===== src/sff_pkg.sv =====
// Shared constants of the serial flash fetch controller.
// Assumes a byte-wide serial flash with 24-bit addressing.
package sff_pkg;
  localparam int          CLK_HZ      = 50_000_000;
  localparam int          DUAL_HZ     = 30_000_000;
  localparam int          SCLK_HALF   = 4;
  localparam int          CEH_NS      = 50;
  localparam int          CEH_CYC     = (CEH_NS * (CLK_HZ / 1_000_000) + 999) / 1000;
  localparam logic [7:0]  OFS_CTRL    = 8'h00;
  localparam logic [7:0]  OFS_COUNT   = 8'h04;
  localparam logic [7:0]  OFS_CMD_LO  = 8'h08;
  localparam logic [7:0]  OFS_CMD_HI  = 8'h0c;
  localparam logic [7:0]  OFS_RESP_LO = 8'h10;
  localparam logic [7:0]  OFS_RESP_HI = 8'h14;
  localparam int          CTRL_LAUNCH = 0;
  localparam int          CTRL_DUAL   = 1;
  localparam int          CTRL_EXT    = 2;
  localparam int          CTRL_BOOTED = 3;
  localparam int          CTRL_BUSY   = 4;
  localparam logic [7:0]  COUNT_RST   = 8'h00;
  localparam logic [63:0] BUF_RST     = 64'h0;
  localparam logic [7:0]  OP_READ     = 8'h0b;
  localparam logic [7:0]  OP_DUAL     = 8'h3b;
  localparam logic [7:0]  DUMMY_BYTE  = 8'h00;
  localparam logic        FILL_BIT    = 1'b0;
  localparam logic [23:0] BOOT_ADDR   = 24'h00fffa;
  localparam logic [31:0] BOOT_SIG    = 32'h3244_4655;
  localparam logic [2:0]  SIG_BYTES   = 3'h4;
  localparam int          HDR_BITS    = 40;
  localparam int          CACHE_BYTES = 32;
  localparam int          CMD_BYTES   = 8;
endpackage : sff_pkg

===== src/sff_ctrl.sv =====
// Serial flash fetch controller: boot check, fetch engine, prefetch
// cache, buffered command engine and register port.
// Assumes one clock; flash input pins are asynchronous to it.
//
// The register addresses and the plain strobed port were chosen for this implementation.
`timescale 1ns/100ps
module sff_ctrl #(
  parameter int CLK_HZ    = sff_pkg::CLK_HZ,
  parameter int SCLK_HALF = sff_pkg::SCLK_HALF
) (
  input  wire logic        clk,
  input  wire logic        resetn,
  input  wire logic [7:0]  reg_addr,
  input  wire logic [31:0] reg_wdata,
  input  wire logic        reg_wr,
  input  wire logic        reg_rd,
  output logic      [31:0] reg_rdata,
  input  wire logic        fetch_req,
  input  wire logic [23:0] fetch_addr,
  output logic             fetch_ready,
  output logic      [7:0]  fetch_data,
  output logic             ext_exec_en,
  output logic             flash_sclk,
  output logic             flash_select_n,
  output logic             flash_serial_out,
  output logic             flash_serial_out_oe,
  input  wire logic        flash_serial_out_in,
  input  wire logic        flash_serial_in
);

  typedef enum logic [1:0] {S_IDLE, S_SHIFT, S_WAIT, S_END} sff_state_t;

  localparam bit         DUAL_OK   = (CLK_HZ / (2 * SCLK_HALF)) == sff_pkg::DUAL_HZ;
  localparam logic [7:0] HALF_LAST = 8'(SCLK_HALF - 1);
  localparam logic [2:0] CEH_LAST  = 3'(sff_pkg::CEH_CYC - 1);
  localparam logic [10:0] HDR_END  = 11'(sff_pkg::HDR_BITS);
  localparam logic [5:0] LEN_FULL  = 6'(sff_pkg::CACHE_BYTES);

  sff_state_t  state_reg;
  logic [7:0]  half_reg;
  logic        sclk_reg;
  logic        cs_n_reg;
  logic        si_m_reg, si_s_reg, so_m_reg, so_s_reg;
  logic [10:0] bit_idx_reg;
  logic [2:0]  dbit_reg;
  logic        byte_done_reg;
  logic [7:0]  rx_reg;
  logic        out_reg, oe_reg;
  logic        kind_buf_reg, dual_x_reg;
  logic [39:0] hdr_reg;
  logic [23:0] last_reg;
  logic [2:0]  ceh_reg;
  logic [23:0] base_reg;
  logic [5:0]  len_reg;
  logic [7:0]  cache_mem [sff_pkg::CACHE_BYTES];
  logic        pend_reg, kick_reg;
  logic [23:0] pend_addr_reg;
  logic [2:0]  boot_cnt_reg;
  logic [31:0] sig_reg;
  logic        booted_reg, boot_fin_reg, ext_reg;
  logic        ready_reg;
  logic [7:0]  data_reg;
  logic        launch_reg, dual_mode_reg;
  logic [7:0]  count_reg;
  logic [63:0] cmd_reg, resp_reg;
  logic [31:0] rdata_reg;
  logic [10:0] clk_seen_reg;

  logic        tick, rise, fall, data_ph, use_dual, seq, hit, cont;
  logic        start_fetch, start_buf, resume, close, hit_take;
  logic        fetch_end, buf_end, launch_set, launch_clr;
  logic [10:0] total;
  logic [2:0]  dbit_last;
  logic [7:0]  rx_dual, rx_single;

  // Next serial output bit for either transfer kind
  function automatic logic nxt_bit(input logic buf_mode, input logic [10:0] idx,
                                   input logic [63:0] cmd, input logic [39:0] hdr);
    logic [5:0] pos;
    pos = {idx[5:3], ~idx[2:0]};
    if (buf_mode)
      nxt_bit = (idx[10:3] < 8'(sff_pkg::CMD_BYTES)) ? cmd[pos] : sff_pkg::FILL_BIT;
    else
      nxt_bit = (idx < HDR_END) ? hdr[6'd39 - idx[5:0]] : sff_pkg::FILL_BIT;
  endfunction : nxt_bit

  // ---------------------------------------------------------------
  // Decode
  // ---------------------------------------------------------------
  assign tick        = (state_reg == S_SHIFT) && (half_reg == HALF_LAST);
  assign rise        = tick && !sclk_reg;
  assign fall        = tick && sclk_reg;
  assign data_ph     = !kind_buf_reg && (bit_idx_reg == HDR_END);
  assign use_dual    = dual_mode_reg && DUAL_OK && booted_reg;
  assign total       = {count_reg, 3'h0};
  assign dbit_last   = dual_x_reg ? 3'h3 : 3'h7;
  assign rx_dual     = {rx_reg[5:0], si_s_reg, so_s_reg};
  assign rx_single   = {rx_reg[6:0], si_s_reg};
  assign seq         = pend_addr_reg == last_reg + 24'h1;
  assign hit         = (len_reg != 6'h0) && ((pend_addr_reg - base_reg) < {18'h0, len_reg});
  assign cont        = (len_reg != 6'h0) && (pend_addr_reg == base_reg + {18'h0, len_reg});
  assign start_buf   = (state_reg == S_IDLE) && launch_reg && (count_reg != 8'h00);
  assign start_fetch = (state_reg == S_IDLE) && pend_reg && !hit && !start_buf;
  assign resume      = (state_reg == S_WAIT) && pend_reg && seq;
  assign close       = (state_reg == S_WAIT) && !resume && (pend_reg || launch_reg || boot_fin_reg);
  assign hit_take    = pend_reg && hit && !resume &&
                       ((state_reg == S_IDLE) || (state_reg == S_WAIT));
  assign fetch_end   = fall && data_ph && byte_done_reg;
  assign buf_end     = fall && kind_buf_reg && (bit_idx_reg == total);

  // ---------------------------------------------------------------
  // Pin synchronisers and serial clock
  // ---------------------------------------------------------------
  always_ff @(posedge clk or negedge resetn) begin
    if (!resetn) begin
      si_m_reg <= 1'b0;
      si_s_reg <= 1'b0;
      so_m_reg <= 1'b0;
      so_s_reg <= 1'b0;
    end else begin
      si_m_reg <= flash_serial_in;
      si_s_reg <= si_m_reg;
      so_m_reg <= flash_serial_out_in;
      so_s_reg <= so_m_reg;
    end
  end

  always_ff @(posedge clk or negedge resetn) begin
    if (!resetn) begin
      half_reg <= 8'h00;
      sclk_reg <= 1'b0;
    end else if (state_reg != S_SHIFT) begin
      half_reg <= 8'h00;
      sclk_reg <= 1'b0;
    end else begin
      half_reg <= tick ? 8'h00 : half_reg + 8'h01;
      if (tick)
        sclk_reg <= !sclk_reg;
    end
  end

  // ---------------------------------------------------------------
  // Transfer sequencer
  // ---------------------------------------------------------------
  always_ff @(posedge clk or negedge resetn) begin
    if (!resetn) begin
      state_reg    <= S_IDLE;
      cs_n_reg     <= 1'b1;
      kind_buf_reg <= 1'b0;
      dual_x_reg   <= 1'b0;
      hdr_reg      <= 40'h0;
      last_reg     <= 24'h0;
      ceh_reg      <= 3'h0;
    end else begin
      case (state_reg)
        S_IDLE: begin
          ceh_reg <= 3'h0;
          if (start_buf) begin
            state_reg    <= S_SHIFT;
            cs_n_reg     <= 1'b0;
            kind_buf_reg <= 1'b1;
          end else if (start_fetch) begin
            state_reg    <= S_SHIFT;
            cs_n_reg     <= 1'b0;
            kind_buf_reg <= 1'b0;
            dual_x_reg   <= use_dual;
            hdr_reg      <= {use_dual ? sff_pkg::OP_DUAL : sff_pkg::OP_READ,
                             pend_addr_reg, sff_pkg::DUMMY_BYTE};
            last_reg     <= pend_addr_reg;
          end
        end
        S_SHIFT: begin
          if (fetch_end) begin
            state_reg <= S_WAIT;
          end else if (buf_end) begin
            state_reg <= S_END;
            cs_n_reg  <= 1'b1;
          end
        end
        S_WAIT: begin
          if (resume) begin
            state_reg <= S_SHIFT;
            last_reg  <= pend_addr_reg;
          end else if (close) begin
            state_reg <= S_END;
            cs_n_reg  <= 1'b1;
          end
        end
        S_END: begin
          if (ceh_reg == CEH_LAST)
            state_reg <= S_IDLE;
          else
            ceh_reg <= ceh_reg + 3'h1;
        end
        default: state_reg <= S_IDLE;
      endcase
    end
  end

  // ---------------------------------------------------------------
  // Shifter
  // ---------------------------------------------------------------
  always_ff @(posedge clk or negedge resetn) begin
    if (!resetn) begin
      bit_idx_reg   <= 11'h0;
      dbit_reg      <= 3'h0;
      byte_done_reg <= 1'b0;
      rx_reg        <= 8'h00;
      out_reg       <= 1'b0;
      oe_reg        <= 1'b0;
    end else if (start_fetch || start_buf) begin
      bit_idx_reg   <= 11'h0;
      dbit_reg      <= 3'h0;
      byte_done_reg <= 1'b0;
      out_reg       <= start_buf ? cmd_reg[7] : sff_pkg::OP_READ[7];
      oe_reg        <= 1'b1;
    end else if (resume) begin
      dbit_reg      <= 3'h0;
      byte_done_reg <= 1'b0;
    end else if (rise) begin
      if (data_ph) begin
        rx_reg   <= dual_x_reg ? rx_dual : rx_single;
        dbit_reg <= dbit_reg + 3'h1;
        if (dbit_reg == dbit_last)
          byte_done_reg <= 1'b1;
      end else begin
        rx_reg      <= rx_single;
        bit_idx_reg <= bit_idx_reg + 11'h1;
      end
    end else if (fall) begin
      out_reg <= nxt_bit(kind_buf_reg, bit_idx_reg, cmd_reg, hdr_reg);
      oe_reg  <= !(data_ph && dual_x_reg);
    end else if (state_reg == S_END) begin
      oe_reg <= 1'b0;
    end
  end

  // Response capture after the command byte
  always_ff @(posedge clk or negedge resetn) begin
    if (!resetn)
      resp_reg <= sff_pkg::BUF_RST;
    else if (rise && kind_buf_reg && (bit_idx_reg[2:0] == 3'h7) &&
             (bit_idx_reg[10:3] != 8'h00) && (bit_idx_reg[10:3] <= 8'(sff_pkg::CMD_BYTES)))
      resp_reg[{3'(bit_idx_reg[5:3] - 3'h1), 3'h0} +: 8] <= rx_single;
  end

  // ---------------------------------------------------------------
  // Prefetch cache
  // ---------------------------------------------------------------
  always_ff @(posedge clk or negedge resetn) begin
    if (!resetn) begin
      base_reg <= 24'h0;
      len_reg  <= 6'h0;
    end else if (start_fetch && !cont) begin
      base_reg <= pend_addr_reg;
      len_reg  <= 6'h0;
    end else if (fetch_end) begin
      if (len_reg == LEN_FULL)
        base_reg <= base_reg + 24'h1;
      else
        len_reg <= len_reg + 6'h1;
    end
  end

  always_ff @(posedge clk) begin
    if (fetch_end)
      cache_mem[last_reg[4:0]] <= rx_reg;
  end

  // ---------------------------------------------------------------
  // Boot check and request holding
  // ---------------------------------------------------------------
  always_ff @(posedge clk or negedge resetn) begin
    if (!resetn) begin
      kick_reg      <= 1'b0;
      pend_reg      <= 1'b0;
      pend_addr_reg <= 24'h0;
      boot_cnt_reg  <= 3'h0;
      sig_reg       <= 32'h0;
      booted_reg    <= 1'b0;
      boot_fin_reg  <= 1'b0;
      ext_reg       <= 1'b0;
    end else begin
      kick_reg     <= 1'b1;
      boot_fin_reg <= 1'b0;
      if (!kick_reg) begin
        pend_reg      <= 1'b1;
        pend_addr_reg <= sff_pkg::BOOT_ADDR;
      end else if (fetch_end && !booted_reg) begin
        sig_reg      <= {sig_reg[23:0], rx_reg};
        boot_cnt_reg <= boot_cnt_reg + 3'h1;
        if (boot_cnt_reg == sff_pkg::SIG_BYTES - 3'h1) begin
          booted_reg   <= 1'b1;
          boot_fin_reg <= 1'b1;
          ext_reg      <= {sig_reg[23:0], rx_reg} == sff_pkg::BOOT_SIG;
        end else begin
          pend_reg      <= 1'b1;
          pend_addr_reg <= last_reg + 24'h1;
        end
      end else if (fetch_req && ext_reg) begin
        pend_reg      <= 1'b1;
        pend_addr_reg <= fetch_addr;
      end else if (hit_take || start_fetch || resume) begin
        pend_reg <= 1'b0;
      end
    end
  end

  always_ff @(posedge clk or negedge resetn) begin
    if (!resetn) begin
      ready_reg <= 1'b0;
      data_reg  <= 8'h00;
    end else begin
      ready_reg <= (fetch_end && booted_reg) || hit_take;
      if (hit_take)
        data_reg <= cache_mem[pend_addr_reg[4:0]];
      else if (fetch_end && booted_reg)
        data_reg <= rx_reg;
    end
  end

  // ---------------------------------------------------------------
  // Register port
  // ---------------------------------------------------------------
  assign launch_set = reg_wr && (reg_addr == sff_pkg::OFS_CTRL) &&
                      reg_wdata[sff_pkg::CTRL_LAUNCH];
  assign launch_clr = buf_end || ((state_reg == S_IDLE) && (count_reg == 8'h00));

  always_ff @(posedge clk or negedge resetn) begin
    if (!resetn)
      launch_reg <= 1'b0;
    else
      launch_reg <= launch_set || (launch_reg && !launch_clr);
  end

  always_ff @(posedge clk or negedge resetn) begin
    if (!resetn) begin
      dual_mode_reg <= 1'b0;
      count_reg     <= sff_pkg::COUNT_RST;
      cmd_reg       <= sff_pkg::BUF_RST;
    end else if (reg_wr) begin
      case (reg_addr)
        sff_pkg::OFS_CTRL:   dual_mode_reg <= reg_wdata[sff_pkg::CTRL_DUAL];
        sff_pkg::OFS_COUNT:  count_reg <= reg_wdata[7:0];
        sff_pkg::OFS_CMD_LO: cmd_reg[31:0] <= reg_wdata;
        sff_pkg::OFS_CMD_HI: cmd_reg[63:32] <= reg_wdata;
        default: count_reg <= count_reg;
      endcase
    end
  end

  always_ff @(posedge clk or negedge resetn) begin
    if (!resetn) begin
      rdata_reg <= 32'h0;
    end else if (reg_rd) begin
      case (reg_addr)
        sff_pkg::OFS_CTRL:    rdata_reg <= {27'h0, state_reg != S_IDLE, booted_reg,
                                            ext_reg, dual_mode_reg, launch_reg};
        sff_pkg::OFS_COUNT:   rdata_reg <= {24'h0, count_reg};
        sff_pkg::OFS_CMD_LO:  rdata_reg <= cmd_reg[31:0];
        sff_pkg::OFS_CMD_HI:  rdata_reg <= cmd_reg[63:32];
        sff_pkg::OFS_RESP_LO: rdata_reg <= resp_reg[31:0];
        sff_pkg::OFS_RESP_HI: rdata_reg <= resp_reg[63:32];
        default:              rdata_reg <= 32'h0;
      endcase
    end else begin
      rdata_reg <= 32'h0;
    end
  end

  assign reg_rdata           = rdata_reg;
  assign fetch_ready         = ready_reg;
  assign fetch_data          = data_reg;
  assign ext_exec_en         = ext_reg;
  assign flash_sclk          = sclk_reg;
  assign flash_select_n      = cs_n_reg;
  assign flash_serial_out    = out_reg;
  assign flash_serial_out_oe = oe_reg;

  // ---------------------------------------------------------------
  // Checks
  // ---------------------------------------------------------------
  always_ff @(posedge clk or negedge resetn) begin
    if (!resetn)
      clk_seen_reg <= 11'h0;
    else if (start_buf)
      clk_seen_reg <= 11'h0;
    else if (rise)
      clk_seen_reg <= clk_seen_reg + 11'h1;
  end
endmodule : sff_ctrl


===== config.mk =====
export PLATFORM = sky130hd
export DESIGN_NAME = sff_ctrl
export DESIGN_NICKNAME = d
export VERILOG_FILES = /design/src/sff_pkg.sv /design/src/sff_ctrl.sv
export SDC_FILE = /design/constraint.sdc
export NUM_CORES = 1
export LEC_CHECK = 0
export ABC_AREA = 1
export BUFFER_PORTS_ARGS = -buffer_cell sky130_fd_sc_hd__buf_4
export CAP_MARGIN = 10
export CORE_MARGIN = 3
export CORE_UTILIZATION = 35
export DETAILED_ROUTE_END_ITERATION = 12
export PLACE_DENSITY = 0.47
export SLEW_MARGIN = 20
export SYNTH_ARGS = -nofsm -noshare
export SYNTH_HDL_FRONTEND = slang
export SYNTH_SLANG_ARGS = --single-unit
export TNS_END_PERCENT = 50

===== constraint.sdc =====
create_clock -name clk -period 5.3 [get_ports clk]
set_input_delay 1.59 -clock clk [delete_from_list [all_inputs] [get_ports clk]]
set_output_delay 1.59 -clock clk [all_outputs]
set_load 0.05 [all_outputs]

# Word level (Yosys, flattened, before mapping)

Memory sizes are Yosys's and may differ from the RTL's.
Index checks and enable logic that the tools add are counted.

Add/subtract/negate cells: 13
Order comparisons: 6
Equality and inequality tests: 39
Shifts and indexed selects: 2
Mux-type cells: 81
Bitwise operators: 4
Reductions and logical operators: 94

Operator list:

| kind                   | number |
|---|---|
| $mux 24                | 10 |
| $pmux 32 s6            | 1 |
| $bwmux 64              | 1 |
| $shift 8x8->64 const A | 1 |
| $shiftx 8x8->64        | 1 |
| $add 24x1->24 const B  | 2 |
| $eq 24x24->1           | 2 |
| $pmux 24 s2            | 1 |
| $mux 11                | 4 |
| $mux 1                 | 39 |
| $logic_and 1x1->1      | 34 |
| $eq 32x30->1 const B   | 1 |
| $mux 32                | 1 |
| $mux 8                 | 4 |
| $add 24x6->24          | 1 |
| $lt 24x6->1            | 1 |
| $reduce_and 2->1       | 12 |
| $sub 24x24->24         | 1 |
| $reduce_and 3->1       | 7 |
| $ne 2x2->1 const B     | 10 |
| $reduce_bool 2->1      | 10 |
| $mux 6                 | 3 |
| $eq 8x4->1 const B     | 2 |
| $eq 8x5->1 const B     | 2 |
| other kinds (41)       | 88 |

Register bits after elaboration: 357
RAM bits: 256
Output and inout port bits: 46
Word-level logic and storage cells: 275
Memories kept: 1

Memory list:

| memory    | depth | bits a word | rd ports | clocked after Yosys merged registers in | wr ports | RTL line       | source |
|---|---|---|---|---|---|---|---|
| cache_mem | 32    | 8           | 1        | 0                                       | 1        | sff_ctrl.sv:55 | `logic [7:0] cache_mem [sff_pkg::CACHE_BYTES];` |

# Longest topological paths before layout

Gate-level depths: netlist of run 1.

Word-level depth: 12
Mapped depth: 26
Mapped depth without buffers: 23

# Worst setup path after synthesis of run 1

OpenSTA, ideal clock, no wires.

Path kind: register to register
Start point: register pend_addr_reg[0]
End point: register bit_idx_reg[5]
Library setup time: 118 ps
Data arrival time: 3641 ps
Slack: 1542 ps
Stages on the path, launching flop included: 24
Cells stage by stage: dfrtp_1 -> clkbuf_1 -> buf_2 -> inv_1 -> clkbuf_1 -> clkbuf_1 -> ha_1 -> fa_1 -> inv_1 -> nand2_1 -> a21oi_1 -> xor2_1 -> ha_1 -> a21oi_1 -> o21ai_0 -> nor2_1 -> nand3_2 -> nor2_2 -> nor2_2 -> nor2_1 -> buf_4 -> o21ai_0 -> nand3_1 -> nand2_1

Longest elaborated chain between the ends: 9

Ends and longest elaborated chain:

| element                                                          | RTL line        | source |
|---|---|---|
| start: declaration                                               | sff_ctrl.sv:57  | `logic [23:0] pend_addr_reg;` |
| start signal: assignment                                         | sff_ctrl.sv:288 | `pend_addr_reg <= sff_pkg::BOOT_ADDR;` |
| start signal: assignment                                         | sff_ctrl.sv:298 | `pend_addr_reg <= last_reg + 24'h1;` |
| start signal: assignment                                         | sff_ctrl.sv:302 | `pend_addr_reg <= fetch_addr;` |
| $sub 24x24->24                                                   | sff_ctrl.sv:100 | `assign hit = (len_reg != 6'h0) && ((pend_addr_reg - base_reg) < {18'h0, len_reg});` |
| $lt 24x6->1                                                      | sff_ctrl.sv:100 |  |
| $logic_and 1x1->1                                                | sff_ctrl.sv:100 |  |
| $logic_not 1->1                                                  | sff_ctrl.sv:103 | `assign start_fetch = (state_reg == S_IDLE) && pend_reg && !hit && !start_buf;` |
| $logic_and 1x1->1 (2 in a row)                                   | sff_ctrl.sv:103 |  |
| $logic_or 1x1->1                                                 | sff_ctrl.sv:211 | `end else if (start_fetch \|\| start_buf) begin` |
| $ne 2x1->1 (no source line) or $reduce_bool 2->1 (tied branches) | -               |  |
| $reduce_and 3->1 (no source line)                                | -               |  |
| end signal: assignment                                           | sff_ctrl.sv:228 | `bit_idx_reg <= bit_idx_reg + 11'h1;` |
| end: declaration                                                 | sff_ctrl.sv:44  | `logic [10:0] bit_idx_reg;` |

Several ways; a longest one is shown, not always the timed one.
A chain may end at the register's enable or synchronous reset.

# Worst setup path in the final report of run 1

Start point: register pend_addr_reg[0]
End point: register hdr_reg[32]

Longest elaborated chain between the ends: 7

Ends and longest elaborated chain:

| element                           | RTL line        | source |
|---|---|---|
| $sub 24x24->24                    | sff_ctrl.sv:100 |  |
| $lt 24x6->1                       | sff_ctrl.sv:100 |  |
| $logic_and 1x1->1                 | sff_ctrl.sv:100 |  |
| $logic_not 1->1                   | sff_ctrl.sv:103 |  |
| $logic_and 1x1->1 (2 in a row)    | sff_ctrl.sv:103 |  |
| $reduce_and 3->1 (no source line) | -               |  |
| end signal: assignment            | sff_ctrl.sv:167 | `hdr_reg <= {use_dual ? sff_pkg::OP_DUAL : sff_pkg::OP_READ,` |
| end: declaration                  | sff_ctrl.sv:50  | `logic [39:0] hdr_reg;` |

Every way passes these cells.

==> load_flow_metrics.sql, run 1 <==
INSERT INTO impl_metrics (metric_group, metric, value, unit) VALUES
('status', 'status', 'completed', ''),
('sta', 'final_period_minus_worst_setup_slack', '4470', 'ps'),
('route', 'drtPass1Iterations', '5', ''),
('route', 'drt.antenna.violating_nets', '0', ''),
('global_route', 'grt_first_pass_wirelength', '154000', 'µm'),
('logic_synthesis', 'post_synth_inst_count', '3691', ''),
('placed_design', 'placed_cell_count', '4887', ''),
('finish', 'final_antenna_diode_count', '0', ''),
('critical_path', 'slowest_delay', '700', 'ps'),
('logic_synthesis', 'netlist_top_cells_area', 'sky130_fd_sc_hd__dfrtp_1 (28%), sky130_fd_sc_hd__edfxtp_1 (24%), sky130_fd_sc_hd__nand2_1 (10%)', ''),
('sta', 'rsz0062_at_grt', 'false', ''),
('finish', 'final.fill_count', '9008', ''),
('floorplan', 'io-pin-count', '117', ''),
('clock_network', 'postCtsSetupBuffers', '0', ''),
('critical_path', 'cp-end-kind', 'flop', ''),
('global_route', 'maximum_number_of_pins_on_one_net_before_global_route_repair', '98', ''),
('finish', 'multi_input_comb_area', '12900', 'µm²'),
('global_route', 'global_route.usage.met3', '2.18', '%'),
('floorplan', 'floorplan.die_area', '94100', 'µm²'),
('logic_synthesis', 'synth.lib_cells_used.distinct', '57', ''),
('logic_synthesis', 'avgSynthCellArea', '8.58', 'µm²'),
('clock_network', 'post_cts_resize_count', '0', ''),
('logic_synthesis', 'synth.most_common_cell', 'sky130_fd_sc_hd__nand2_1', ''),
('route', 'routed_wire_length_per_instance', '20.0', 'µm'),
('sta', 'final_hold_viol_count', '0', ''),
('global_route', 'busiest_layer', 'met2', ''),
('pwr', 'cellLeakagePower', '15.5', 'nW'),
('global_route', 'use_met2', '35.2', '%'),
('finish', 'finalNonFillerCells', '5015', ''),
('sta', 'maxSlewViolCount', '0', ''),
('global_route', 'antenna_violations_before_repair', '0', ''),
('critical_path', 'critical_path.most_common_cell', 'sky130_fd_sc_hd__a21oi_1', ''),
('route', 'drt-total-wl', '100000', 'µm'),
('placed_design', 'buffer_ports.inserted', '115', ''),
('pwr', 'irDropWorstVdd', '0.263', 'mV'),
('logic_synthesis', 'yosys-top-cells-count', 'sky130_fd_sc_hd__nand2_1 (857), sky130_fd_sc_hd__o21ai_0 (392), sky130_fd_sc_hd__nor2_1 (379)', ''),
('finish', 'largest_register_ffs', '256', ''),
('route', 'drc', '0', ''),
('logic_synthesis', 'cell_type_with_the_highest_aggregate_area_in_the_netlist', 'sky130_fd_sc_hd__dfrtp_1', ''),
('route', 'detail_route.vias_per_cell', '5.12', ''),
('placed_design', 'gpl.final_weighted_congestion', '0.899', ''),
('global_route', 'groute.layer.met1.usage', '29.4', '%'),
('floorplan', 'floorplan.initialDensity', '35.5', '%'),
('clock_network', 'cts_num_sinks', '613', ''),
('logic_synthesis', 'yosys_register_bits', '613', ''),
('clock_network', 'clockBufferDepth', '3', ''),
('flow_run', 'cap_viol_max_count', '0', ''),
('sta', 'post-route-period-util', '84.3', '%'),
('sta', 'slew-limit-headroom', '34.0', '%'),
('sta', 'timing.setup.tns', '0', 'ps'),
('sta', 'final-setup-viol-count', '0', ''),
('finish', 'regArea', '16600', 'µm²'),
('critical_path', 'crit_chain', 'inv_4 > ha_1 > fa_1 > inv_1 > nand2_1 > a21oi_1 > xor2_1 > ha_1 > nand2_1 > a21oi_1 > a21oi_1 > nand3_1 > nor2_1 > nand3_1 > nand3_2 > buf_4 > inv_1 > or2_2', ''),
('critical_path', 'crit_slowest_cell', 'sky130_fd_sc_hd__dfrtp_4', ''),
('placed_design', 'detailedPlacementHpwl', '70300', 'µm'),
('logic_synthesis', 'ys_warn_count', '0', ''),
('floorplan', 'std_cell_rows', '109', ''),
('floorplan', 'die_h', '307', 'µm'),
('logic_synthesis', 'synth_area', '31700', 'µm²'),
('finish', 'post_route_cells_drive_above_1_share', '10.2', '%'),
('route', 'route.vias.total', '25700', ''),
('sta', 'worst-slew-pin-transition', '990', 'ps'),
('critical_path', 'setup.worst_path.start_class', 'flop', ''),
('critical_path', 'critPathTopFamily', 'simple AND/OR/NAND/NOR gates', ''),
('clock_network', 'clk_pin_slew_worst_paths', '60', 'ps'),
('sta', 'skew', '27.1', 'ps'),
('critical_path', 'worst_path_class_setup', 'reg2reg', ''),
('critical_path', 'critical_path_required', '5770', 'ps'),
('floorplan', 'floorplan.die.width', '307', 'µm'),
('sta', 'hold-worst-slack', '351', 'ps'),
('finish', 'syn_to_final_growth', '14.5', '%');
-- layout make-up --
| cell class | instances | area share, % |
|---|---|---|
| clock buffer | 103 | 5.71 |
| clock inverter | 25 | 0.849 |
| timing repair buffer | 182 | 3.89 |
| multi-input combinational | 2549 | 35.7 |
| tap | 1165 | 4.02 |
| inverter | 378 | 3.94 |
| sequential | 613 | 45.9 |
-- metrics by stage --
stage / instance area [µm²] / utilization (%) / total power, W / setup WS (ps)
2_1_floorplan: 31700 / - / 0.00888 / 1540
3_3_place_gp: 33900 / 38.0 / 0.0101 / 799
3_5_place_dp: 33900 / 38.0 / 0.0101 / 781
4_1_cts: 36200 / 40.7 / 0.0152 / 759
5_1_grt: 36200 / 40.7 / 0.0160 / 464
6_report: 36200 / 40.7 / 0.0150 / 832
-- worst paths after layout --
check	to	cells past startpoint	slack [ps]	from
setup reg to reg	hdr_reg[32]	18	830	pend_addr_reg[0]
setup / recovery	hdr_reg[32]	18	830	pend_addr_reg[0]
min in group asynchronous	half_reg[4]	1	1040	resetn
max in group asynchronous	resp_reg[59]	2	3230	resetn
hold / removal	si_s_reg	0	350	si_m_reg
hold reg to reg	si_s_reg	0	350	si_m_reg
-- where the power goes --
group / leakage (nW) / switching (W) / internal, W
Sequential: 7.09 / 0.000432 / 0.00532
Combinational: 7.21 / 0.00291 / 0.00135
Clock: 1.18 / 0.00201 / 0.00301
Total: 15.5 / 0.00535 / 0.00968
-- placed cells by master, fill, tap and decap left out, types with 17 or more instances in the layout --
master                      Yosys  final
sky130_fd_sc_hd__inv_1        361    359
sky130_fd_sc_hd__xor2_1        55     55
sky130_fd_sc_hd__nor2_1       379    379
sky130_fd_sc_hd__nor3_1        24     24
sky130_fd_sc_hd__nand4_1       49     49
sky130_fd_sc_hd__nand2_2       20     21
sky130_fd_sc_hd__nand3_1      290    290
sky130_fd_sc_hd__o22ai_1       30     30
sky130_fd_sc_hd__nor2_2        17     17
sky130_fd_sc_hd__o211ai_1      32     32
sky130_fd_sc_hd__ha_1          64     64
sky130_fd_sc_hd__o21ai_1       48     48
sky130_fd_sc_hd__buf_4          5    178
sky130_fd_sc_hd__nand2_1      857    855
sky130_fd_sc_hd__o21ai_0      392    392
sky130_fd_sc_hd__clkbuf_16      0     73
sky130_fd_sc_hd__a21oi_1       87     87
sky130_fd_sc_hd__dfrtp_1      356    353
sky130_fd_sc_hd__edfxtp_1     256    256
sky130_fd_sc_hd__a221oi_1      23     23
sky130_fd_sc_hd__clkbuf_1     109     17
sky130_fd_sc_hd__o221ai_1      56     56
-- logic make-up after synthesis --
group	count (synthesis)	synth area share (%)
buffers and inverters	529	6.67
AND/OR/NAND/NOR	1702	23.2
AO/OA/AOI/OAI	713	13.1
other	1	0.0118
XOR/XNOR	67	1.85
adder cells (fa/ha/maj)	66	2.66
flip-flops	613	52.5
-- metal layers --
metal	part of all wire (%)	wire length, µm	vias to the layer above
li1	-	-	12700
met4	3.0	2970	0
met2	47	47200	482
met1	46	46700	12400
met5	0	0	-
met3	3.6	3600	154
No activity file was read; power rests on OpenSTA's default activity.
==> run 2: changes to the inputs <==
Settings changed: ABC_AREA 1 to 0.
Clock period 5.3 ns to 4.4 ns, I/O delays scaled along.
==> run 2 against run 1 <==
  * Design area shrank 0.80%
  * Utilization grew 1.4 points
  * Clock skew grew 2.8 ps
  * Via count shrank 19%
  * Critical path type unchanged
  * Highest routed layer unchanged
==> load_flow_metrics.sql, run 2 <==
INSERT INTO impl_metrics (metric_group, metric, value, unit) VALUES
('logic_synthesis', 'yosys-top-cells-count', 'sky130_fd_sc_hd__dfrtp_1 (356), sky130_fd_sc_hd__nand2_1 (297), sky130_fd_sc_hd__edfxtp_1 (256)', ''),
('floorplan', 'floorplan.initialDensity', '35.4', '%'),
('sta', 'skew', '29.8', 'ps'),
('critical_path', 'crit_chain', 'inv_4 > ha_4 > fa_2 > nand2b_4 > nand2b_1 > a21oi_1 > xnor2_1 > ha_1 > a21o_1 > a2bb2oi_2 > o211ai_1 > a2111oi_4 > nand4b_1 > or4_4 > o31ai_4 > a211oi_4 > buf_12 > mux2_1', ''),
('sta', 'final_hold_viol_count', '0', ''),
('pwr', 'p_per_area', '368', 'nW/µm²'),
('critical_path', 'worstPathBufferInverterCount', '2', ''),
('route', 'dr.first_iter.drc_count', '1659', ''),
('clock_network', 'hold_buffers', '0', ''),
('route', 'detail_route.vias_per_cell', '5.43', ''),
('placed_design', 'buffer_ports.inserted', '115', ''),
('critical_path', 'r2r_end', 'last_reg[10]', ''),
('clock_network', 'cts_num_sinks', '613', ''),
('sta', 'final-setup-viol-count', '0', ''),
('critical_path', 'setup.worst_path.start_class', 'flop', ''),
('sta', 'maxSlewViolCount', '0', ''),
('global_route', 'maximum_number_of_pins_on_one_net_before_global_route_repair', '105', ''),
('critical_path', 'critical_path_depth', '18', ''),
('global_route', 'grtUsageTotal', '20.4', '%'),
('logic_synthesis', 'synth.lib_cells_used.distinct', '84', ''),
('sta', 'max_clock_freq', '238', 'MHz'),
('finish', 'final_nets', '2768', ''),
('flow_run', 'cap_viol_max_count', '0', ''),
('placed_design', 'dpl-instance-area', '33400', 'µm²'),
('finish', 'commonest_non_fill_non_tap_cells_in_the_layout', 'sky130_fd_sc_hd__dfrtp_1 (353), sky130_fd_sc_hd__nand2_1 (296), sky130_fd_sc_hd__buf_4 (273)', ''),
('logic_synthesis', 'netlist_top_cells_area', 'sky130_fd_sc_hd__dfrtp_1 (29%), sky130_fd_sc_hd__edfxtp_1 (25%), sky130_fd_sc_hd__mux4_2 (8.4%)', ''),
('sta', 'worst-slew-pin-transition', '1090', 'ps'),
('sta', 'slew-limit-headroom', '26.6', '%'),
('critical_path', 'critPathTopFamily', 'compound AO/OA/AOI/OAI gates', ''),
('logic_synthesis', 'share_of_the_synthesized_area_in_the_top_cell_type', '29.5', '%'),
('finish', 'finish.utilization', '42.1', '%'),
('critical_path', 'critical_path_required', '4900', 'ps'),
('logic_synthesis', 'syn-num-nets', '2551', ''),
('critical_path', 'crit_slowest_cell', 'sky130_fd_sc_hd__or4_4', ''),
('route', 'drt-total-wl', '91100', 'µm'),
('critical_path', 'crit_path_start', 'pend_addr_reg[0]', ''),
('route', 'drc', '0', ''),
('logic_synthesis', 'seq_area_frac_synth', '55.0', '%'),
('floorplan', 'die_h', '300', 'µm'),
('critical_path', 'worst_path_class_setup', 'reg2reg', ''),
('logic_synthesis', 'ys_warn_count', '0', ''),
('critical_path', 'slowest_delay', '490', 'ps'),
('logic_synthesis', 'post_synth_inst_count', '2414', ''),
('sta', 'post-route-period-util', '95.6', '%'),
('finish', 'post_route_cells_drive_above_1_share', '25.8', '%'),
('floorplan', 'coreArea', '85400', 'µm²'),
('clock_network', 'worstSkewPairLatency', '640', 'ps'),
('critical_path', 'r2r_cells', '18', ''),
('status', 'status', 'completed', ''),
('critical_path', 'reg2reg_setup_slack', '190', 'ps'),
('critical_path', 'critical_path_peak_fanout', '24', ''),
('finish', 'final_antenna_diode_count', '0', ''),
('critical_path', 'critical_path_sink', 'last_reg[10]', ''),
('logic_synthesis', 'avgSynthCellArea', '12.5', 'µm²'),
('hold_path', 'worstHoldPathCells', '0', ''),
('critical_path', 'critical_path_arrival', '4700', 'ps'),
('clock_network', 'clk_pin_slew_worst_paths', '60', 'ps'),
('finish', 'syn_to_final_growth', '18.9', '%'),
('finish', 'finalInstanceArea', '35900', 'µm²'),
('global_route', 'first_global_vias', '21500', ''),
('clock_network', 'cts_tree', 'yes', ''),
('logic_synthesis', 'synth_enable_flop_cells', '256', ''),
('logic_synthesis', 'synth.most_common_cell', 'sky130_fd_sc_hd__dfrtp_1', ''),
('logic_synthesis', 'yosys_register_bits', '613', ''),
('global_route', 'antenna_violations_before_repair', '1', ''),
('floorplan', 'std_cell_rows', '107', ''),
('critical_path', 'cp-end-kind', 'flop', ''),
('finish', 'layout_commonest_cell', 'sky130_fd_sc_hd__dfrtp_1', ''),
('placed_design', 'detailedPlacementHpwl', '64900', 'µm'),
('hold_path', 'hp-class', 'reg2reg', ''),
('global_route', 'overflow', '0', ''),
('pwr', 'irDropWorstVdd', '0.343', 'mV'),
('global_route', 'grt_first_pass_wirelength', '139000', 'µm'),
('logic_synthesis', 'synth_area', '30200', 'µm²'),
('finish', 'finalNonFillerCells', '3831', ''),
('sta', 'final_period_minus_worst_setup_slack', '4210', 'ps'),
('placed_design', 'gpl.final_weighted_congestion', '0.870', ''),
('clock_network', 'clockBufferDepth', '3', ''),
('floorplan', 'floorplan.die_area', '90000', 'µm²'),
('floorplan', 'io-pin-count', '117', ''),
('clock_network', 'clock-root-buffer', 'sky130_fd_sc_hd__clkbuf_16', ''),
('placed_design', 'placed_cell_count', '3698', ''),
('critical_path', 'rr_startpoint', 'pend_addr_reg[0]', ''),
('logic_synthesis', 'synth_top_flop_cell', 'sky130_fd_sc_hd__dfrtp_1', ''),
('route', 'routed_wire_length_per_instance', '23.8', 'µm'),
('clock_network', 'cts-buffers-inserted', '72', ''),
('route', 'route.vias.total', '20800', ''),
('logic_synthesis', 'cell_type_with_the_highest_aggregate_area_in_the_netlist', 'sky130_fd_sc_hd__dfrtp_1', ''),
('route', 'drtPass1Iterations', '5', ''),
('clock_network', 'cts.htree.levels', '3', ''),
('route', 'drt.antenna.violating_nets', '0', ''),
('pwr', 'cellLeakagePower', '14.3', 'nW'),
('floorplan', 'floorplan.die.width', '300', 'µm'),
('finish', 'largest_register_ffs', '256', ''),
('logic_synthesis', 'ys_async_sr_fraction', '58.2', '%');
## run 2: cells by family (layout without fill, tap and decap cells)
family / Yosys count / count (layout) / synth area share, %
adders and majority gates: 66 / 66 / 2.78
other: 1 / 1 / 0.0124
and+or+nand+nor: 676 / 677 / 10.8
muxes: 318 / 318 / 15.9
xor gates and xnor gates: 135 / 135 / 4.37
AOI/OAI and AO/OA: 400 / 400 / 8.60
DFF: 613 / 613 / 55.0
buffers and inverters: 205 / 477 / 2.64
## run 2: how the worst min path moves through the flow
stage              from        to  slack [ps]
2_1_floorplan  si_m_reg  si_s_reg         330
3_3_place_gp   si_m_reg  si_s_reg         340
3_5_place_dp   si_m_reg  si_s_reg         350
4_1_cts        si_m_reg  si_s_reg         370
5_1_grt        si_m_reg  si_s_reg         370
6_report       si_m_reg  si_s_reg         360
## run 2: layout make-up
type,count,area [µm²]
inverters,63,239
repair buffers,284,2260
flip-flops and latches,613,16600
clock buffers,102,2040
fillers,8099,49500
well taps,1144,1430
multi-input cells,1597,13000
clock inverters,28,389
## run 2: what timing repair did
| item | 4_1_cts | 5_1_grt |
|---|---|---|
| buffers inserted | 0 | 2 |
| endpoints found under the setup margin | 0 | 91 |
| hold endpoints to repair | 0 | 0 |
| gates resized for setup | 0 | 7 |
## run 2: metrics by stage
stage               hold slack [ps]  total power (W)  worst slack, ps  TNS [ps]
floorplan                       331          0.00678            -18.1      -232
global placement                343          0.00722             35.4         0
detailed placement              352          0.00723             70.3         0
CTS                             366           0.0134             28.4         0
global route                    370           0.0137           -0.795     -1.02
finish                          361           0.0132              194         0
## run 2: worst register-to-register path: stages (launching register included)
cell and delay (ps):
sky130_fd_sc_hd__dfrtp_4 420, sky130_fd_sc_hd__inv_4 40, sky130_fd_sc_hd__ha_4 150, sky130_fd_sc_hd__fa_2 380, sky130_fd_sc_hd__nand2b_4 160, sky130_fd_sc_hd__nand2b_1 70, sky130_fd_sc_hd__a21oi_1 80, sky130_fd_sc_hd__xnor2_1 140
sky130_fd_sc_hd__ha_1 310, sky130_fd_sc_hd__a21o_1 180, sky130_fd_sc_hd__a2bb2oi_2 110, sky130_fd_sc_hd__o211ai_1 130, sky130_fd_sc_hd__a2111oi_4 270, sky130_fd_sc_hd__nand4b_1 150, sky130_fd_sc_hd__or4_4 490, sky130_fd_sc_hd__o31ai_4 330
sky130_fd_sc_hd__a211oi_4 110, sky130_fd_sc_hd__buf_12 200, sky130_fd_sc_hd__mux2_1 360
## run 2: metal layers
layer | wire (µm) | global-route usage [%]
met1 | 42300 | 29.0
met2 | 42500 | 32.7
met3 | 4190 | 2.95
met4 | 2120 | 5.48
met5 | 0 | 0
## run 2: report_power, final
group,switching [W],internal [W]
logic,0.000604,0.000427
registers,0.0000673,0.00601
clock network,0.00249,0.00362
==> run 3: changes to the inputs <==
Settings changed: CORE_UTILIZATION 35 to 60, PLACE_DENSITY 0.47 to 0.75.
==> run 3 against run 2 <==
  * Register-to-register slack worse by 96 ps
  * Utilization rose by 28 points
  * Via count increased by 2.5%
  * Combinational power barely moved
  * Design area shrank 3.5%
  * Highest routed layer unchanged
==> load_flow_metrics.sql, run 3 (synthesis gave the netlist of run 2 again) <==
INSERT INTO impl_metrics (metric_group, metric, value, unit) VALUES
('status', 'status', 'completed', ''),
('route', 'drt-total-wl', '82900', 'µm'),
('clock_network', 'cts-buffers-inserted', '61', ''),
('finish', 'final_antenna_diode_count', '0', ''),
('hold_path', 'hp-class', 'reg2reg', ''),
('critical_path', 'cp-end-kind', 'flop', ''),
('global_route', 'grt_first_pass_wirelength', '128000', 'µm'),
('sta', 'hold-worst-slack', '396', 'ps'),
('global_route', 'overflow', '0', ''),
('hold_path', 'worstHoldEndpoint', 'si_s_reg', ''),
('pwr', 'cellLeakagePower', '13.9', 'nW'),
('finish', 'final_nets', '2725', ''),
('floorplan', 'floorplan.initialDensity', '61.3', '%'),
('sta', 'max_clock_freq', '232', 'MHz'),
('sta', 'post-route-period-util', '97.8', '%'),
('critical_path', 'rr_startpoint', 'pend_addr_reg[0]', ''),
('floorplan', 'die_h', '230', 'µm'),
('sta', 'worst-slew-pin-transition', '1080', 'ps'),
('placed_design', 'buffer_ports.inserted', '115', ''),
('clock_network', 'clockBufferDepth', '3', ''),
('sta', 'final_period_minus_worst_setup_slack', '4300', 'ps'),
('finish', 'final.fill_count', '3387', ''),
('critical_path', 'critical_path_peak_fanout', '6', ''),
('hold_path', 'worstHoldPathCells', '0', ''),
('finish', 'post_route_cells_drive_above_1_share', '24.7', '%'),
('critical_path', 'r2r_end', 'last_reg[20]', ''),
('route', 'drc', '0', ''),
('critical_path', 'reg2reg_setup_slack', '100', 'ps'),
('sta', 'skew', '43.0', 'ps'),
('floorplan', 'io-pin-count', '117', ''),
('global_route', 'first_global_vias', '21400', ''),
('clock_network', 'worstSkewPairLatency', '650', 'ps'),
('route', 'routed_wire_length_per_instance', '25.1', 'µm'),
('finish', 'layout_commonest_cell', 'sky130_fd_sc_hd__dfrtp_1', ''),
('pwr', 'p_per_area', '355', 'nW/µm²'),
('route', 'detail_route.vias_per_cell', '6.46', ''),
('finish', 'regArea', '16600', 'µm²'),
('critical_path', 'critical_path_arrival', '4800', 'ps'),
('global_route', 'maximum_number_of_pins_on_one_net_before_global_route_repair', '98', ''),
('sta', 'slew-limit-headroom', '27.9', '%'),
('critical_path', 'critical_path_required', '4890', 'ps'),
('finish', 'multi_input_comb_area', '13000', 'µm²'),
('finish', 'largest_register_ffs', '256', ''),
('critical_path', 'setup.worst_path.start_class', 'flop', ''),
('critical_path', 'r2r_cells', '19', ''),
('route', 'route.vias.total', '21300', ''),
('clock_network', 'cts.htree.levels', '2', ''),
('floorplan', 'floorplan.die.width', '230', 'µm'),
('placed_design', 'gpl.final_weighted_congestion', '0.957', ''),
('floorplan', 'floorplan.die_area', '53100', 'µm²'),
('route', 'dr.first_iter.drc_count', '2060', ''),
('route', 'drtPass1Iterations', '9', ''),
('floorplan', 'coreArea', '49400', 'µm²'),
('hold_path', 'hp-start', 'si_m_reg', ''),
('clock_network', 'clock-root-buffer', 'sky130_fd_sc_hd__clkbuf_16', ''),
('clock_network', 'clk_pin_slew_worst_paths', '60', 'ps'),
('finish', 'commonest_non_fill_non_tap_cells_in_the_layout', 'sky130_fd_sc_hd__dfrtp_1 (352), sky130_fd_sc_hd__nand2_1 (296), sky130_fd_sc_hd__edfxtp_1 (256)', ''),
('sta', 'final_hold_viol_count', '0', ''),
('sta', 'maxSlewViolCount', '0', ''),
('global_route', 'grtUsageTotal', '31.2', '%'),
('clock_network', 'cts_tree', 'yes', ''),
('placed_design', 'detailedPlacementHpwl', '56800', 'µm'),
('route', 'drt.antenna.violating_nets', '0', ''),
('critical_path', 'worst_path_class_setup', 'reg2reg', ''),
('pwr', 'total_power', '0.0123', 'W'),
('floorplan', 'std_cell_rows', '81', ''),
('pwr', 'irDropWorstVdd', '0.328', 'mV'),
('sta', 'final-setup-viol-count', '0', ''),
('finish', 'syn_to_final_growth', '14.7', '%'),
('flow_run', 'cap_viol_max_count', '0', ''),
('clock_network', 'cts_num_sinks', '613', ''),
('global_route', 'antenna_violations_before_repair', '0', '');
[run 3: power breakdown]
group          internal (W)  switching (W)  total (W)  leakage, nW
Sequential          0.00601      0.0000644    0.00607         7.03
Clock               0.00293        0.00227    0.00520        0.969
Combinational      0.000421       0.000614    0.00104         5.86
Total               0.00936        0.00295     0.0123         13.9
[run 3: worst max path at each step]
stage | startpoint | to | slack [ps]
after global routing | pend_addr_reg[0] | last_reg[20] | -20
after CTS | pend_addr_reg[0] | base_reg[17] | 80
after detailed placement | pend_addr_reg[0] | base_reg[17] | 110
after global placement | pend_addr_reg[0] | base_reg[18] | 140
final | pend_addr_reg[0] | last_reg[20] | 100
after floorplan | pend_addr_reg[0] | base_reg[17] | -20
[run 3: per-layer routing]
metal	vias up	track usage, %	share of wire (%)
met5	-	0	0
met4	0	9.78	3.1
met3	162	4.26	7.4
met2	924	51.2	49
met1	10900	43.9	41
li1	9372	-	-
[run 3: timing repair]
item,CTS,global route
hold buffers,0,0
resized for setup,0,12
setup buffers,0,5
endpoints found under the setup margin,0,73
[run 3: cell type report]
class                           count  share of cell area (%)
Clock buffer                       85                    4.97
Multi-Input combinational cell   1596                    37.3
Sequential cell                   613                    47.9
Inverter                           63                   0.689
Clock inverter                     28                   0.801
Tap cell                          664                    2.40
Timing Repair Buffer              253                    5.85
[run 3: stage by stage]
stage | std cells | cell area, µm² | setup TNS [ps] | setup WS, ps | utilization, %
after floorplan | 2414 | 30400 | -232 | -18.1 | -
after global placement | 3182 | 32500 | 0 | 143 | 65.9
after detailed placement | 3182 | 32500 | 0 | 110 | 65.9
after CTS | 3295 | 34500 | 0 | 83.4 | 70.0
after global routing | 3302 | 34700 | -103 | -17.5 | 70.3
final | 3302 | 34700 | 0 | 98.0 | 70.3
[run 3: critical path, stage by stage (launching register included)]
cell and delay, ps:
sky130_fd_sc_hd__dfrtp_4 420, sky130_fd_sc_hd__inv_4 50, sky130_fd_sc_hd__ha_4 150, sky130_fd_sc_hd__fa_2 380
sky130_fd_sc_hd__nand2b_4 170, sky130_fd_sc_hd__nand2b_4 70, sky130_fd_sc_hd__a21oi_2 60, sky130_fd_sc_hd__xnor2_1 140
sky130_fd_sc_hd__ha_1 310, sky130_fd_sc_hd__a21o_1 200, sky130_fd_sc_hd__a2bb2oi_2 110, sky130_fd_sc_hd__o211ai_1 100
sky130_fd_sc_hd__a2111oi_2 290, sky130_fd_sc_hd__nand4b_1 150, sky130_fd_sc_hd__or4_4 480, sky130_fd_sc_hd__o31ai_4 340
sky130_fd_sc_hd__a211oi_4 120, sky130_fd_sc_hd__buf_12 170, sky130_fd_sc_hd__clkbuf_16 170, sky130_fd_sc_hd__mux2_4 300
